[src/inc/tx_mac_client_status_cfg.svh]
`ifndef TX_MAC_CLIENT_STATUS_CFG_SVH
`define TX_MAC_CLIENT_STATUS_CFG_SVH
// ********************
// register byte offsets
// ********************
`define TXS_CTRL_OFS 12'h000
`define TXS_IRQ_STAT_OFS 12'h004
`define TXS_IRQ_MASK_OFS 12'h008
`define TXS_LAST_VEC_OFS 12'h00c
`define TXS_MGMT_OFS 12'h010
`define TXS_FRAME_CNT_OFS 12'h014
// ********************
// field positions
// ********************
`define TXS_CTRL_EN_BIT 0
`define TXS_CTRL_FCS_OFF_BIT 1
`define TXS_IRQ_DONE_BIT 0
`define TXS_IRQ_DISCARD_BIT 1
`define TXS_IRQ_VEC_BIT 2
`define TXS_MGMT_MDO_BIT 0
`define TXS_MGMT_OE_BIT 1
`define TXS_MGMT_MDC_BIT 2
`define TXS_MGMT_MDI_BIT 3
// ********************
// reset values, frame limits and deferral threshold
// ********************
`define TXS_CTRL_RST 2'h0
`define TXS_IRQ_RST 3'h0
`define TXS_MGMT_RST 3'h0
`define TXS_JUMBO_LIMIT 14'h05ee
`define TXS_MIN_FRAME 14'h0040
`define TXS_EXC_DEFER_CYC 16'h0400
`endif

[src/inc/tx_mac_client_status_pkg.sv]
package tx_mac_client_status_pkg;
  // transmit statistics vector, bit 31 down to bit 0
  typedef struct packed {
    logic rsv31;
    logic short_nofcs;
    logic [2:0] rsv29_27;
    logic [2:0] rsv26_24;
    logic exc_defer;
    logic deferred;
    logic [13:0] byte_cnt;
    logic vlan;
    logic pause;
    logic underrun;
    logic jumbo;
    logic bad_fcs;
    logic bcast;
    logic mcast;
    logic ucast;
  } tx_statvec_s;

  typedef enum logic [2:0] {
    ST_IDLE = 3'h0,
    ST_DEFER = 3'h1,
    ST_READ = 3'h3,
    ST_FINISH = 3'h2
  } tx_state_e;
endpackage : tx_mac_client_status_pkg

[src/logic/tx_mac_client_status.sv]
// Functional notes
// stat valid strobe rises only while the whole vector describes the sent frame.
// first read request only when fifo empty is low; later reads also need it low.
// integrator ties read request to fifo read and fifo empty to our empty input.
// vector bits 0-7: unicast, multicast, broadcast, bad fcs, jumbo, underrun, pause, vlan.
// vector bits 21:8 hold the unsigned byte count of the frame.
// bit 22 flags deferred transmission, bit 23 excessive deferral.
// bits 24-26 reserved zero; bit 30 flags short frame sent with fcs disabled.
// error-free frame gives a transmit-done pulse of exactly one cycle.
// a transmit error such as underrun raises discard at the end of the frame.
// client should skip its fifo read pointer to the next frame on discard.
// management output enable is high whenever the management output is valid.
// fifo empty while reading frame data is sent to the line as transmit error.
// exactly one valid statistics vector per frame, done or discarded.
`timescale 1ns/10ps
`include "tx_mac_client_status_cfg.svh"

module tx_mac_client_status #(
  parameter logic [15:0] EXC_DEFER_CYC = `TXS_EXC_DEFER_CYC
) (
  // clock, reset, enable
  input wire logic sys_clk,
  input wire logic rst,
  input wire logic ce,
  // apb slave
  input wire logic psel,
  input wire logic penable,
  input wire logic pwrite,
  input wire logic [11:0] paddr,
  input wire logic [31:0] pwdata,
  output logic [31:0] prdata,
  output logic pready,
  output logic pslverr,
  // client transmit fifo
  input wire logic [7:0] tx_fifodata,
  input wire logic tx_fifoavail,
  input wire logic tx_fifoeof,
  input wire logic tx_fifoempty,
  input wire logic tx_fifoctrl,
  output logic tx_fifo_rd,
  // line busy, transmission must wait
  input wire logic tx_defer_req,
  // frame status
  output logic tx_stat_valid,
  output tx_mac_client_status_pkg::tx_statvec_s tx_statvec,
  output logic tx_done,
  output logic tx_discard,
  // gmii transmit
  output logic [7:0] txd,
  output logic txen,
  output logic txer,
  // management pins
  input wire logic mdi,
  output logic mdo,
  output logic mdo_en,
  output logic mdc,
  // interrupt
  output logic irq
);

  // ********************
  // state
  // ********************
  tx_mac_client_status_pkg::tx_state_e state_r;
  tx_mac_client_status_pkg::tx_statvec_s acc_r;
  logic [1:0] ctrl_r;
  logic [2:0] irq_stat_r;
  logic [2:0] irq_mask_r;
  logic [31:0] frame_cnt_r;
  logic [15:0] defer_cnt_r;
  logic [2:0] mgmt_r;
  logic bcast_ok_r;
  logic vlan_hi_r;
  logic underrun_r;

  logic apb_wr;
  logic apb_setup;
  logic [2:0] irq_set;
  logic byte_taken;
  logic last_byte;
  logic frame_end;

  function automatic logic [13:0] sat_inc(input logic [13:0] v);
    sat_inc = (v == 14'h3fff) ? v : v + 14'h0001;
  endfunction : sat_inc

  assign apb_setup = psel & ~penable;
  assign apb_wr = psel & penable & pready & pwrite;
  // a byte is popped at every edge where the read request is high
  assign byte_taken = (state_r == tx_mac_client_status_pkg::ST_READ) & tx_fifo_rd;
  assign last_byte = byte_taken & tx_fifoeof;
  // reads alternate with idle cycles, so empty always reflects the last pop
  assign frame_end = last_byte |
    ((state_r == tx_mac_client_status_pkg::ST_READ) & ~tx_fifo_rd & tx_fifoempty);
  // an underrun ends the frame without its last byte, a clean end pops it
  assign irq_set = {frame_end, frame_end & ~last_byte, last_byte};

  // ********************
  // transmit sequencer
  // ********************
  always_ff @(posedge sys_clk or posedge rst) begin
    if (rst) begin
      state_r <= tx_mac_client_status_pkg::ST_IDLE;
      defer_cnt_r <= 16'h0000;
    end else if (ce) begin
      case (state_r)
        tx_mac_client_status_pkg::ST_IDLE: begin
          defer_cnt_r <= 16'h0000;
          if (ctrl_r[`TXS_CTRL_EN_BIT] & tx_fifoavail & ~tx_fifoempty) begin
            state_r <= tx_defer_req ? tx_mac_client_status_pkg::ST_DEFER : tx_mac_client_status_pkg::ST_READ;
          end
        end
        tx_mac_client_status_pkg::ST_DEFER: begin
          if (defer_cnt_r != 16'hffff) begin
            defer_cnt_r <= defer_cnt_r + 16'h0001;
          end
          if (~tx_defer_req) begin
            state_r <= tx_mac_client_status_pkg::ST_READ;
          end
        end
        tx_mac_client_status_pkg::ST_READ: begin
          if (frame_end) begin
            state_r <= tx_mac_client_status_pkg::ST_FINISH;
          end
        end
        tx_mac_client_status_pkg::ST_FINISH: begin
          state_r <= tx_mac_client_status_pkg::ST_IDLE;
        end
        default: begin
          state_r <= tx_mac_client_status_pkg::ST_IDLE;
        end
      endcase
    end
  end

  // ********************
  // fifo read request
  // ********************
  always_ff @(posedge sys_clk or posedge rst) begin
    if (rst) begin
      tx_fifo_rd <= 1'b0;
    end else if (ce) begin
      // one pop then one look at empty, trading half rate for exact empty tracking
      tx_fifo_rd <= (state_r == tx_mac_client_status_pkg::ST_READ) & ~tx_fifo_rd &
        ~tx_fifoempty & ~frame_end;
    end
  end

  // ********************
  // gmii transmit
  // ********************
  always_ff @(posedge sys_clk or posedge rst) begin
    if (rst) begin
      txd <= 8'h00;
      txen <= 1'b0;
      txer <= 1'b0;
    end else if (ce) begin
      if (byte_taken) begin
        txd <= tx_fifodata;
      end
      // enable holds through the frame, the line sees each byte but the last twice at half rate
      if (byte_taken) begin
        txen <= 1'b1;
      end else if (frame_end | (state_r != tx_mac_client_status_pkg::ST_READ)) begin
        txen <= 1'b0;
      end
      txer <= frame_end & ~last_byte;
    end
  end

  // ********************
  // frame classification
  // ********************
  always_ff @(posedge sys_clk or posedge rst) begin
    if (rst) begin
      acc_r <= '0;
      bcast_ok_r <= 1'b0;
      vlan_hi_r <= 1'b0;
      underrun_r <= 1'b0;
    end else if (ce) begin
      if (state_r == tx_mac_client_status_pkg::ST_IDLE) begin
        acc_r <= '0;
        acc_r.pause <= tx_fifoctrl;
        bcast_ok_r <= 1'b1;
        vlan_hi_r <= 1'b0;
        underrun_r <= 1'b0;
      end else if (state_r == tx_mac_client_status_pkg::ST_DEFER) begin
        acc_r.deferred <= 1'b1;
        if (defer_cnt_r >= EXC_DEFER_CYC) begin
          acc_r.exc_defer <= 1'b1;
        end
      end else if (byte_taken) begin
        acc_r.byte_cnt <= sat_inc(acc_r.byte_cnt);
        if (acc_r.byte_cnt == 14'h0000) begin
          acc_r.mcast <= tx_fifodata[0];
        end
        if (acc_r.byte_cnt < 14'h0006) begin
          bcast_ok_r <= bcast_ok_r & (tx_fifodata == 8'hff);
        end
        if (acc_r.byte_cnt == 14'h000c) begin
          vlan_hi_r <= (tx_fifodata == 8'h81);
        end
        if (acc_r.byte_cnt == 14'h000d) begin
          acc_r.vlan <= vlan_hi_r & (tx_fifodata == 8'h00);
        end
      end
      if (frame_end) begin
        underrun_r <= ~last_byte;
      end
    end
  end

  // ********************
  // frame report
  // ********************
  always_ff @(posedge sys_clk or posedge rst) begin
    if (rst) begin
      tx_statvec <= '0;
      tx_stat_valid <= 1'b0;
      tx_done <= 1'b0;
      tx_discard <= 1'b0;
    end else if (ce) begin
      tx_stat_valid <= 1'b0;
      tx_done <= 1'b0;
      tx_discard <= 1'b0;
      if (state_r == tx_mac_client_status_pkg::ST_FINISH) begin
        // vector and strobe load together so no partial vector is ever flagged
        tx_statvec <= acc_r;
        tx_statvec.bcast <= bcast_ok_r & (acc_r.byte_cnt >= 14'h0006);
        tx_statvec.mcast <= acc_r.mcast & ~(bcast_ok_r & (acc_r.byte_cnt >= 14'h0006));
        tx_statvec.ucast <= ~acc_r.mcast;
        tx_statvec.bad_fcs <= 1'b0;
        tx_statvec.jumbo <= acc_r.byte_cnt > `TXS_JUMBO_LIMIT;
        tx_statvec.underrun <= underrun_r;
        tx_statvec.rsv26_24 <= 3'h0;
        tx_statvec.rsv29_27 <= 3'h0;
        tx_statvec.rsv31 <= 1'b0;
        tx_statvec.short_nofcs <= ctrl_r[`TXS_CTRL_FCS_OFF_BIT] &
          (acc_r.byte_cnt < `TXS_MIN_FRAME);
        tx_stat_valid <= 1'b1;
        tx_done <= ~underrun_r;
        tx_discard <= underrun_r;
      end
    end
  end

  // ********************
  // management pins
  // ********************
  always_ff @(posedge sys_clk or posedge rst) begin
    if (rst) begin
      mdo <= 1'b0;
      mdo_en <= 1'b0;
      mdc <= 1'b0;
    end else if (ce) begin
      // output and its enable change on the same edge, never valid without enable
      mdo <= mgmt_r[`TXS_MGMT_MDO_BIT] & mgmt_r[`TXS_MGMT_OE_BIT];
      mdo_en <= mgmt_r[`TXS_MGMT_OE_BIT];
      mdc <= mgmt_r[`TXS_MGMT_MDC_BIT];
    end
  end

  // ********************
  // software registers
  // ********************
  always_ff @(posedge sys_clk or posedge rst) begin
    if (rst) begin
      ctrl_r <= `TXS_CTRL_RST;
      irq_mask_r <= `TXS_IRQ_RST;
      mgmt_r <= `TXS_MGMT_RST;
    end else if (ce && apb_wr && !pslverr) begin
      if (paddr == `TXS_CTRL_OFS) begin
        ctrl_r <= pwdata[1:0];
      end else if (paddr == `TXS_IRQ_MASK_OFS) begin
        irq_mask_r <= pwdata[2:0];
      end else if (paddr == `TXS_MGMT_OFS) begin
        mgmt_r <= pwdata[2:0];
      end
    end
  end

  always_ff @(posedge sys_clk or posedge rst) begin
    if (rst) begin
      irq_stat_r <= `TXS_IRQ_RST;
    end else if (ce) begin
      // a new event in the clearing cycle survives
      if (apb_wr && (paddr == `TXS_IRQ_STAT_OFS)) begin
        irq_stat_r <= (irq_stat_r & ~pwdata[2:0]) | irq_set;
      end else begin
        irq_stat_r <= irq_stat_r | irq_set;
      end
    end
  end

  always_ff @(posedge sys_clk or posedge rst) begin
    if (rst) begin
      frame_cnt_r <= 32'h00000000;
    end else if (ce && frame_end) begin
      frame_cnt_r <= frame_cnt_r + 32'h00000001;
    end
  end

  always_ff @(posedge sys_clk or posedge rst) begin
    if (rst) begin
      irq <= 1'b0;
    end else if (ce) begin
      irq <= |(irq_stat_r & irq_mask_r);
    end
  end

  // ********************
  // apb answer
  // ********************
  // data is fetched in the setup cycle so every access phase lasts one cycle
  always_ff @(posedge sys_clk or posedge rst) begin
    if (rst) begin
      prdata <= 32'h00000000;
      pready <= 1'b0;
      pslverr <= 1'b0;
    end else if (ce) begin
      pready <= apb_setup;
      pslverr <= 1'b0;
      prdata <= 32'h00000000;
      if (apb_setup) begin
        if (paddr == `TXS_CTRL_OFS) begin
          prdata <= {30'h00000000, ctrl_r};
        end else if (paddr == `TXS_IRQ_STAT_OFS) begin
          prdata <= {29'h00000000, irq_stat_r};
        end else if (paddr == `TXS_IRQ_MASK_OFS) begin
          prdata <= {29'h00000000, irq_mask_r};
        end else if (paddr == `TXS_LAST_VEC_OFS) begin
          prdata <= tx_statvec;
        end else if (paddr == `TXS_MGMT_OFS) begin
          prdata <= {28'h0000000, mdi, mgmt_r};
        end else if (paddr == `TXS_FRAME_CNT_OFS) begin
          prdata <= frame_cnt_r;
        end else begin
          pslverr <= 1'b1;
        end
      end
    end
  end

endmodule : tx_mac_client_status

[config.mk]
export PLATFORM = sky130hd
export DESIGN_NAME = tx_mac_client_status
export DESIGN_NICKNAME = d
export VERILOG_FILES = /design/src/inc/tx_mac_client_status_pkg.sv /design/src/logic/tx_mac_client_status.sv
export VERILOG_INCLUDE_DIRS = /design/src /design/src/inc
export SDC_FILE = /design/constraint.sdc
export NUM_CORES = 1
export LEC_CHECK = 0
export ABC_AREA = 1
export BUFFER_PORTS_ARGS = -buffer_cell sky130_fd_sc_hd__buf_4
export CAP_MARGIN = 20
export CORE_MARGIN = 2
export CORE_UTILIZATION = 25
export DETAILED_ROUTE_END_ITERATION = 10
export HOLD_SLACK_MARGIN = 0.15
export PLACE_DENSITY = 0.54
export SLEW_MARGIN = 20
export SYNTH_ARGS = -nofsm -noshare
export SYNTH_HDL_FRONTEND = slang
export SYNTH_SLANG_ARGS = --single-unit
[constraint.sdc]
create_clock -name sys_clk -period 5 [get_ports sys_clk]
set_input_delay 0.5 -clock sys_clk [delete_from_list [all_inputs] [get_ports sys_clk]]
set_output_delay 0.5 -clock sys_clk [all_outputs]
set_load 0.02 [all_outputs]
Word level (Yosys, flattened, before mapping)

Cells that the tools add are included.

Latch bits: 0
Memories kept: 0
Flip-flop bits (word level): 160
Output and inout bits: 84
Input port bits: 64
RAM bits: 0
Memory bits (read-only): 0
Word-level logic and storage cells: 190

Shift-type cells: 0
$lt $le $gt $ge: 5
Add/subtract/negate cells: 3
Reduce and logical (&&, ||, !) cells: 36
Multiply operators: 0
Bitwise gates (word level): 36
Div/mod/pow operators: 0
Equality and inequality tests: 21
Multiplexer cells: 48

Operators with widths:

| operator                | number |
|---|---|
| $mux W32                | 7 |
| $add A32 B1 Y32 const B | 1 |
| $pmux W16 S2            | 1 |
| $mux W15                | 2 |
| $eq A14 B4 Y1 const B   | 2 |
| $mux W1                 | 28 |
| $reduce_and A4 Y1       | 7 |
| $eq A12 B4 Y1 const B   | 2 |
| $eq A12 B5 Y1 const B   | 2 |
| $and A1 B1 Y1           | 19 |
| $reduce_bool A2 Y1      | 9 |
| $mux W17                | 1 |
| $add A16 B1 Y16 const B | 1 |
| $eq A8 B8 Y1 const B    | 2 |
| $ge A16 B11 Y1 const B  | 1 |
| $mux W16                | 1 |
| $ne A16 B16 Y1 const B  | 1 |
| $add A14 B1 Y14 const B | 1 |
| $eq A14 B14 Y1 const B  | 1 |
| $ge A14 B3 Y1 const B   | 1 |
| $gt A14 B11 Y1 const B  | 1 |
| $logic_not A14 Y1       | 1 |
| $lt A14 B3 Y1 const B   | 1 |
| $lt A14 B7 Y1 const B   | 1 |
| 22 further kinds        | 55 |

Depth between registers and ports, before layout

Word-level depth: 8
Gate-level depth with buffers: 11
Mapped depth without buffers: 11

Worst setup path before layout

No wires, ideal clock.

Kind: register -> register
Start: register defer_cnt_r[0]
End: register defer_cnt_r[13]
Buffers on the path: 1
Arrival: 1.612 ns
Cell stages (with the launch flop): 12
Setup time: 0.076 ns
Data required time: 4.924 ns
Path slack: 3.312 ns
Clock period less this slack: 1.688 ns
Cell sequence: dfrtp_1 -> ha_1 -> nand2_1 -> nor2_2 -> nand2_1 -> inv_1 -> nand3_1 -> nor2_1 -> nor2_2 -> buf_2 -> nand4_1 -> o21ai_1

Word-level cells in the longest chain between the ends: 3
Elaborated cells between the ends (all ways): 6
Classes of those cells: add/sub (1); eq/ne (2); mux (2); reduce/logical (1)

RTL lines:

| what                                                     | line                                                     | text |
|---|---|---|
| start, declared                                          | tx_mac_client_status.sv:70                               | `logic [15:0] defer_cnt_r;` |
| start signal, assigned                                   | tx_mac_client_status.sv:115                              | `defer_cnt_r <= defer_cnt_r + 16'h0001;` |
| $add A16 B1 Y16 / $ne A16 B16 Y1 (equally long branches) | tx_mac_client_status.sv:115, tx_mac_client_status.sv:114 |  |
| $mux W16 / $ne A2 B2 Y1 (equally long branches)          | n/a                                                      |  |
| $pmux W16 S2 / $reduce_and A3 Y1 (equally long branches) | n/a                                                      |  |

Several ways; a longest one is shown, not always the timed one. The select of a mux whose other input is x is not followed.
A chain may end at the register's enable or synchronous reset.

Worst setup path in the final report

Start: register state_r[1]
End: register state_r[0]

Word-level cells in the longest chain between the ends: 6
Elaborated cells between the ends (all ways): 13
Classes of those cells: eq/ne (5); mux (1); bitwise (5); reduce/logical (2)

RTL lines:

| what                             | line                                                                                | text |
|---|---|---|
| start, declared                  | tx_mac_client_status.sv:64                                                          | `tx_mac_client_status_pkg::tx_state_e state_r;` |
| start signal, assigned           | tx_mac_client_status.sv:103                                                         | `state_r <= tx_mac_client_status_pkg::ST_IDLE;` |
| start signal, assigned           | tx_mac_client_status.sv:110                                                         | `state_r <= tx_defer_req ? tx_mac_client_status_pkg::ST_DEFER : tx_mac_client_status_pkg::ST_READ;` |
| start signal, assigned           | tx_mac_client_status.sv:118                                                         | `state_r <= tx_mac_client_status_pkg::ST_READ;` |
| $eq A3 B2 Y1                     | tx_mac_client_status.sv:90, tx_mac_client_status.sv:94, tx_mac_client_status.sv:106 |  |
| $and A1 B1 Y1 (on tied branches) | tx_mac_client_status.sv:90, tx_mac_client_status.sv:94                              |  |
| $and A1 B1 Y1 (on tied branches) | tx_mac_client_status.sv:91, tx_mac_client_status.sv:94                              |  |
| $or A1 B1 Y1                     | tx_mac_client_status.sv:93                                                          | `assign frame_end = last_byte \|` |
| $ne A2 B2 Y1 (no line)           | n/a                                                                                 |  |
| $reduce_and A4 Y1 (no line)      | n/a                                                                                 |  |

Several ways; a longest one is shown, not always the timed one.

==> key figures <==
Synthesis
  • Asr flop ratio synth: 100%
  • Synth unique cells: 38
  • Synth area leaders: dfrtp_1 47%, nand2_1 16%, nand3_1 6.5%
  • Synth Warn #: 0
  • Sequential share of the synthesized area: 46.9%
  • Post-synth EDFFs: 0
  • #FFs+latches synth: 159
  • Synth Cell Area: 0.00848 mm2
  • Most used DFF post-synth: dfrtp_1
  • Post-synthesis cell count: 1127
  • Share of the synthesized area in the top cell type: 46.9%
  • Avg Cell Area, Syn: 7.53 um2
  • Yosys top cell by area: dfrtp_1

Timing
  • Final setup violation count: 0
  • Hold slack: 0.246 ns
  • Final min period: 2.63 ns
  • Max Transition Viols Final: 0
  • Fmax: 380 MHz
  • Layout Skew: 0.0157 ns
  • RSZ-0062 raised after global routing: no
  • Fin. Hold Viols: 0
  • Worst rel slew slack: 40.8%
  • Final setup TNS: 0 ns
  • Tcrit/Tclk final: 52.7%
  • Worst-Margin Slew: 0.888 ns

Worst setup path
  • Setup Crit Path Kind: register to register
  • Worst-path cell with the longest stage delay: dfrtp_1
  • Critical Path Fanout Max: 32
  • Top cell by count, worst path: nand2_1
  • CP endpoint kind: register
  • CP Data Arrival Time: 2.98 ns
  • WP data required: 5.34 ns
  • Crit-path cells: nand2_1, nor3_2, nand2_1, nand2_2, inv_2, o21ai_1, nand2_1, nor2_1, a21oi_1
  • Critical Path Max Stage Delay: 0.64 ns
  • Startpoint types: register

Pwr
  • Sequential share of power: 41.9%
  • Pwr Density: 408 mW/mm2
  • Pint: 2570 uW
  • Clk network pwr share: 31.1%
  • Sw Pwr: 1640 uW
  • Combinational fraction of design power: 27.0%
  • Static Leak: 0.00494 uW
  • Worst vdd ir: 206 uV
  • Sw Share: 39.1%

Clock network
  • Clk_lat worst skew: 0.45 ns
  • Post-CTS resize count: 0
  • Max Root-Sink Buffers: 2
  • Number of hold buffers added after cts: 0
  • Num CTS Buffers: 17
  • Root buf cell: clkbuf_16
  • H-tree levels: 4
  • CTS Sinks: 159
  • CTS clock-pin slew for the worst setup and hold paths: 0.08 ns
  • Post-CTS repair timing setup buffer count: 0
  • CTS tree: yes

Global routing
  • GRT Total Usage: 14.2%
  • Vias in the first global route: 7324
  • Largest net degree at the start of global routing: 98
  • First-pass GRT wire length: 39700 um
  • Total congestion overflow: 0
  • Initial antenna violation count: 0

Die
  • Total core area: 0.0334 mm2
  • Die area: 0.0354 mm2
  • Die Y: 188 um
  • Ports: 148
  • Num rows: 67
  • Die Wd: 188 um
  • Starting Density: 25.4%

Final layout
  • Area Growth Syn to Fin: 21.6%
  • Register Area: 0.00398 mm2
  • Share of cells above drive strength 1: 15.6%
  • Design area: 0.0103 mm2
  • Ant diodes: 0
  • Fin nets: 1299
  • Multi-input logic area: 0.00386 mm2
  • # fillers: 3623

Drt
  • Post-DRT Antenna Nets: 0
  • Via-to-Cell Ratio: 4.51
  • DR WL/cell: 14.7 um
  • Drt total wl: 24800 um
  • TritonRoute pass-1 iters: 5
  • Initial DRC count: 512
  • Via count: 7622
  • Drt drc: 0

Place
  • Placed Area: 0.00971 mm2
  • Port Buffers: 110
  • GPL Wtd Cong: 0.878
  • Dpl hpwl: 18700 um

Run
  • MaxCap Viol Count: 0

Outcome
  • Status: completed

Hold path
  • Hold Crit Class: input pin to asynchronous set/reset pin
==> per-stage QoR <==
| step | std cells | utilization, % | setup slack [ns] | power [uW] |
|---|---|---|---|---|
| 3_5_place_dp | 1656 | 29.0 | 2.08 | 2940 |
| 6_report | 1689 | 30.8 | 2.37 | 4210 |
| 3_3_place_gp | 1656 | 29.0 | 2.06 | 2920 |
| 2_1_floorplan | 1134 | - | 0.208 | 2450 |
| 5_1_grt | 1689 | 30.8 | 2.07 | 4460 |
| 4_1_cts | 1688 | 30.8 | 2.31 | 4260 |
==> worst max-delay path: cells and delay by family (launching register included) <==
family          cells  cell delay [ns]
compound gates      2             0.28
simple gates        6             1.28
flops               1             0.64
buf+inv             1             0.32
==> cells by family after synthesis <==
kind of cell               share of synthesized area [%]
buffers and inverters                               7.92
adders and majority gates                           1.03
xor gates and xnor gates                            2.89
DFF                                                 46.9
AOI/OAI and AO/OA                                   7.30
other                                             0.0442
and+or+nand+nor                                     33.9
==> synth_stat cells, types with 3 or more instances <==
cell        n
nand2_1   368
dfrtp_1   159
nand3_1   111
inv_1      96
nor2_1     80
o21ai_1    55
nand4_1    40
o21ai_0    35
nor3_1     32
inv_2      20
clkbuf_1   16
xor2_1     16
a21oi_1    13
xnor2_1    12
buf_4      11
ha_1        7
nor2_2      7
buf_2       6
nor3_2      6
nand3b_1    5
buf_1       4
buf_6       4
o31ai_2     3
==> flip-flops by register name (all words and copies together) (netlist names), 2 cells and up <==
register     cells
frame_cnt_r     32
prdata          32
tx_statvec      24
acc_r           19
defer_cnt_r     16
txd              8
irq_mask_r       3
irq_stat_r       3
mgmt_r           3
ctrl_r           2
state_r          2
==> area by class of cell <==
type | instances | share of cell area (%)
inverters | 117 | 4.31
clock buffers | 17 | 4.12
well taps | 448 | 5.43
clock inverters | 15 | 1.63
repair buffers | 116 | 8.48
flip-flops and latches | 159 | 38.6
multi-input cells | 817 | 37.5
==> layer usage <==
layer	GRT usage, %	vias to the layer above	part of all wire [%]	wire [um]
li1	-	3851	-	-
met1	18.2	3615	46	11300
met2	24.5	129	49	12200
met3	1.99	27	2.9	708
met4	4.85	0	2.0	491
met5	0	-	0	0
==> placed cells by master (no fill, tap or decap), types with 5 or more instances in the layout <==
| cell | count |
|---|---|
| nand3_1 | 111 |
| ha_1 | 7 |
| nor2_1 | 80 |
| inv_2 | 20 |
| dfrtp_1 | 159 |
| nand3b_1 | 5 |
| nor3_2 | 6 |
| xnor2_1 | 12 |
| o21ai_1 | 55 |
| inv_1 | 95 |
| o21ai_0 | 35 |
| nor3_1 | 32 |
| a21oi_1 | 13 |
| inv_6 | 7 |
| xor2_1 | 16 |
| buf_4 | 115 |
| clkbuf_16 | 17 |
| conb_1 | 8 |
| nor2_2 | 7 |
| nand2_1 | 368 |
| nand4_1 | 40 |
==> path summary, 6_finish.rpt <==
kind / cells past startpoint / from / slack, ns / endpoint
max in group asynchronous: 3 / rst / 3.70 / prdata[19]$_DFFE_PP0P_
worst max-delay path: 9 / state_r[1]$_DFFE_PP0P_ / 2.37 / state_r[0]$_DFFE_PP0P_
worst min register to register: 2 / mdo_en$_DFFE_PP0P_ / 0.47 / mdo_en$_DFFE_PP0P_
worst max register to register: 9 / state_r[1]$_DFFE_PP0P_ / 2.37 / state_r[0]$_DFFE_PP0P_
min in group sys_clk: 3 / tx_fifoctrl / 0.27 / acc_r[6]$_DFFE_PP0P_
worst min-delay path: 2 / rst / 0.25 / txd[4]$_DFFE_PP0P_
==> power by group through the flow <==
stage	clock, uW	sequential (uW)	combinational [uW]
final	1310	1760	1140
after global routing	1400	1800	1270
after floorplan	0	1840	607
after CTS	1340	1760	1160
after global placement	0	1780	1140
after detailed placement	0	1780	1160
Power figures use the tool's default switching activity.
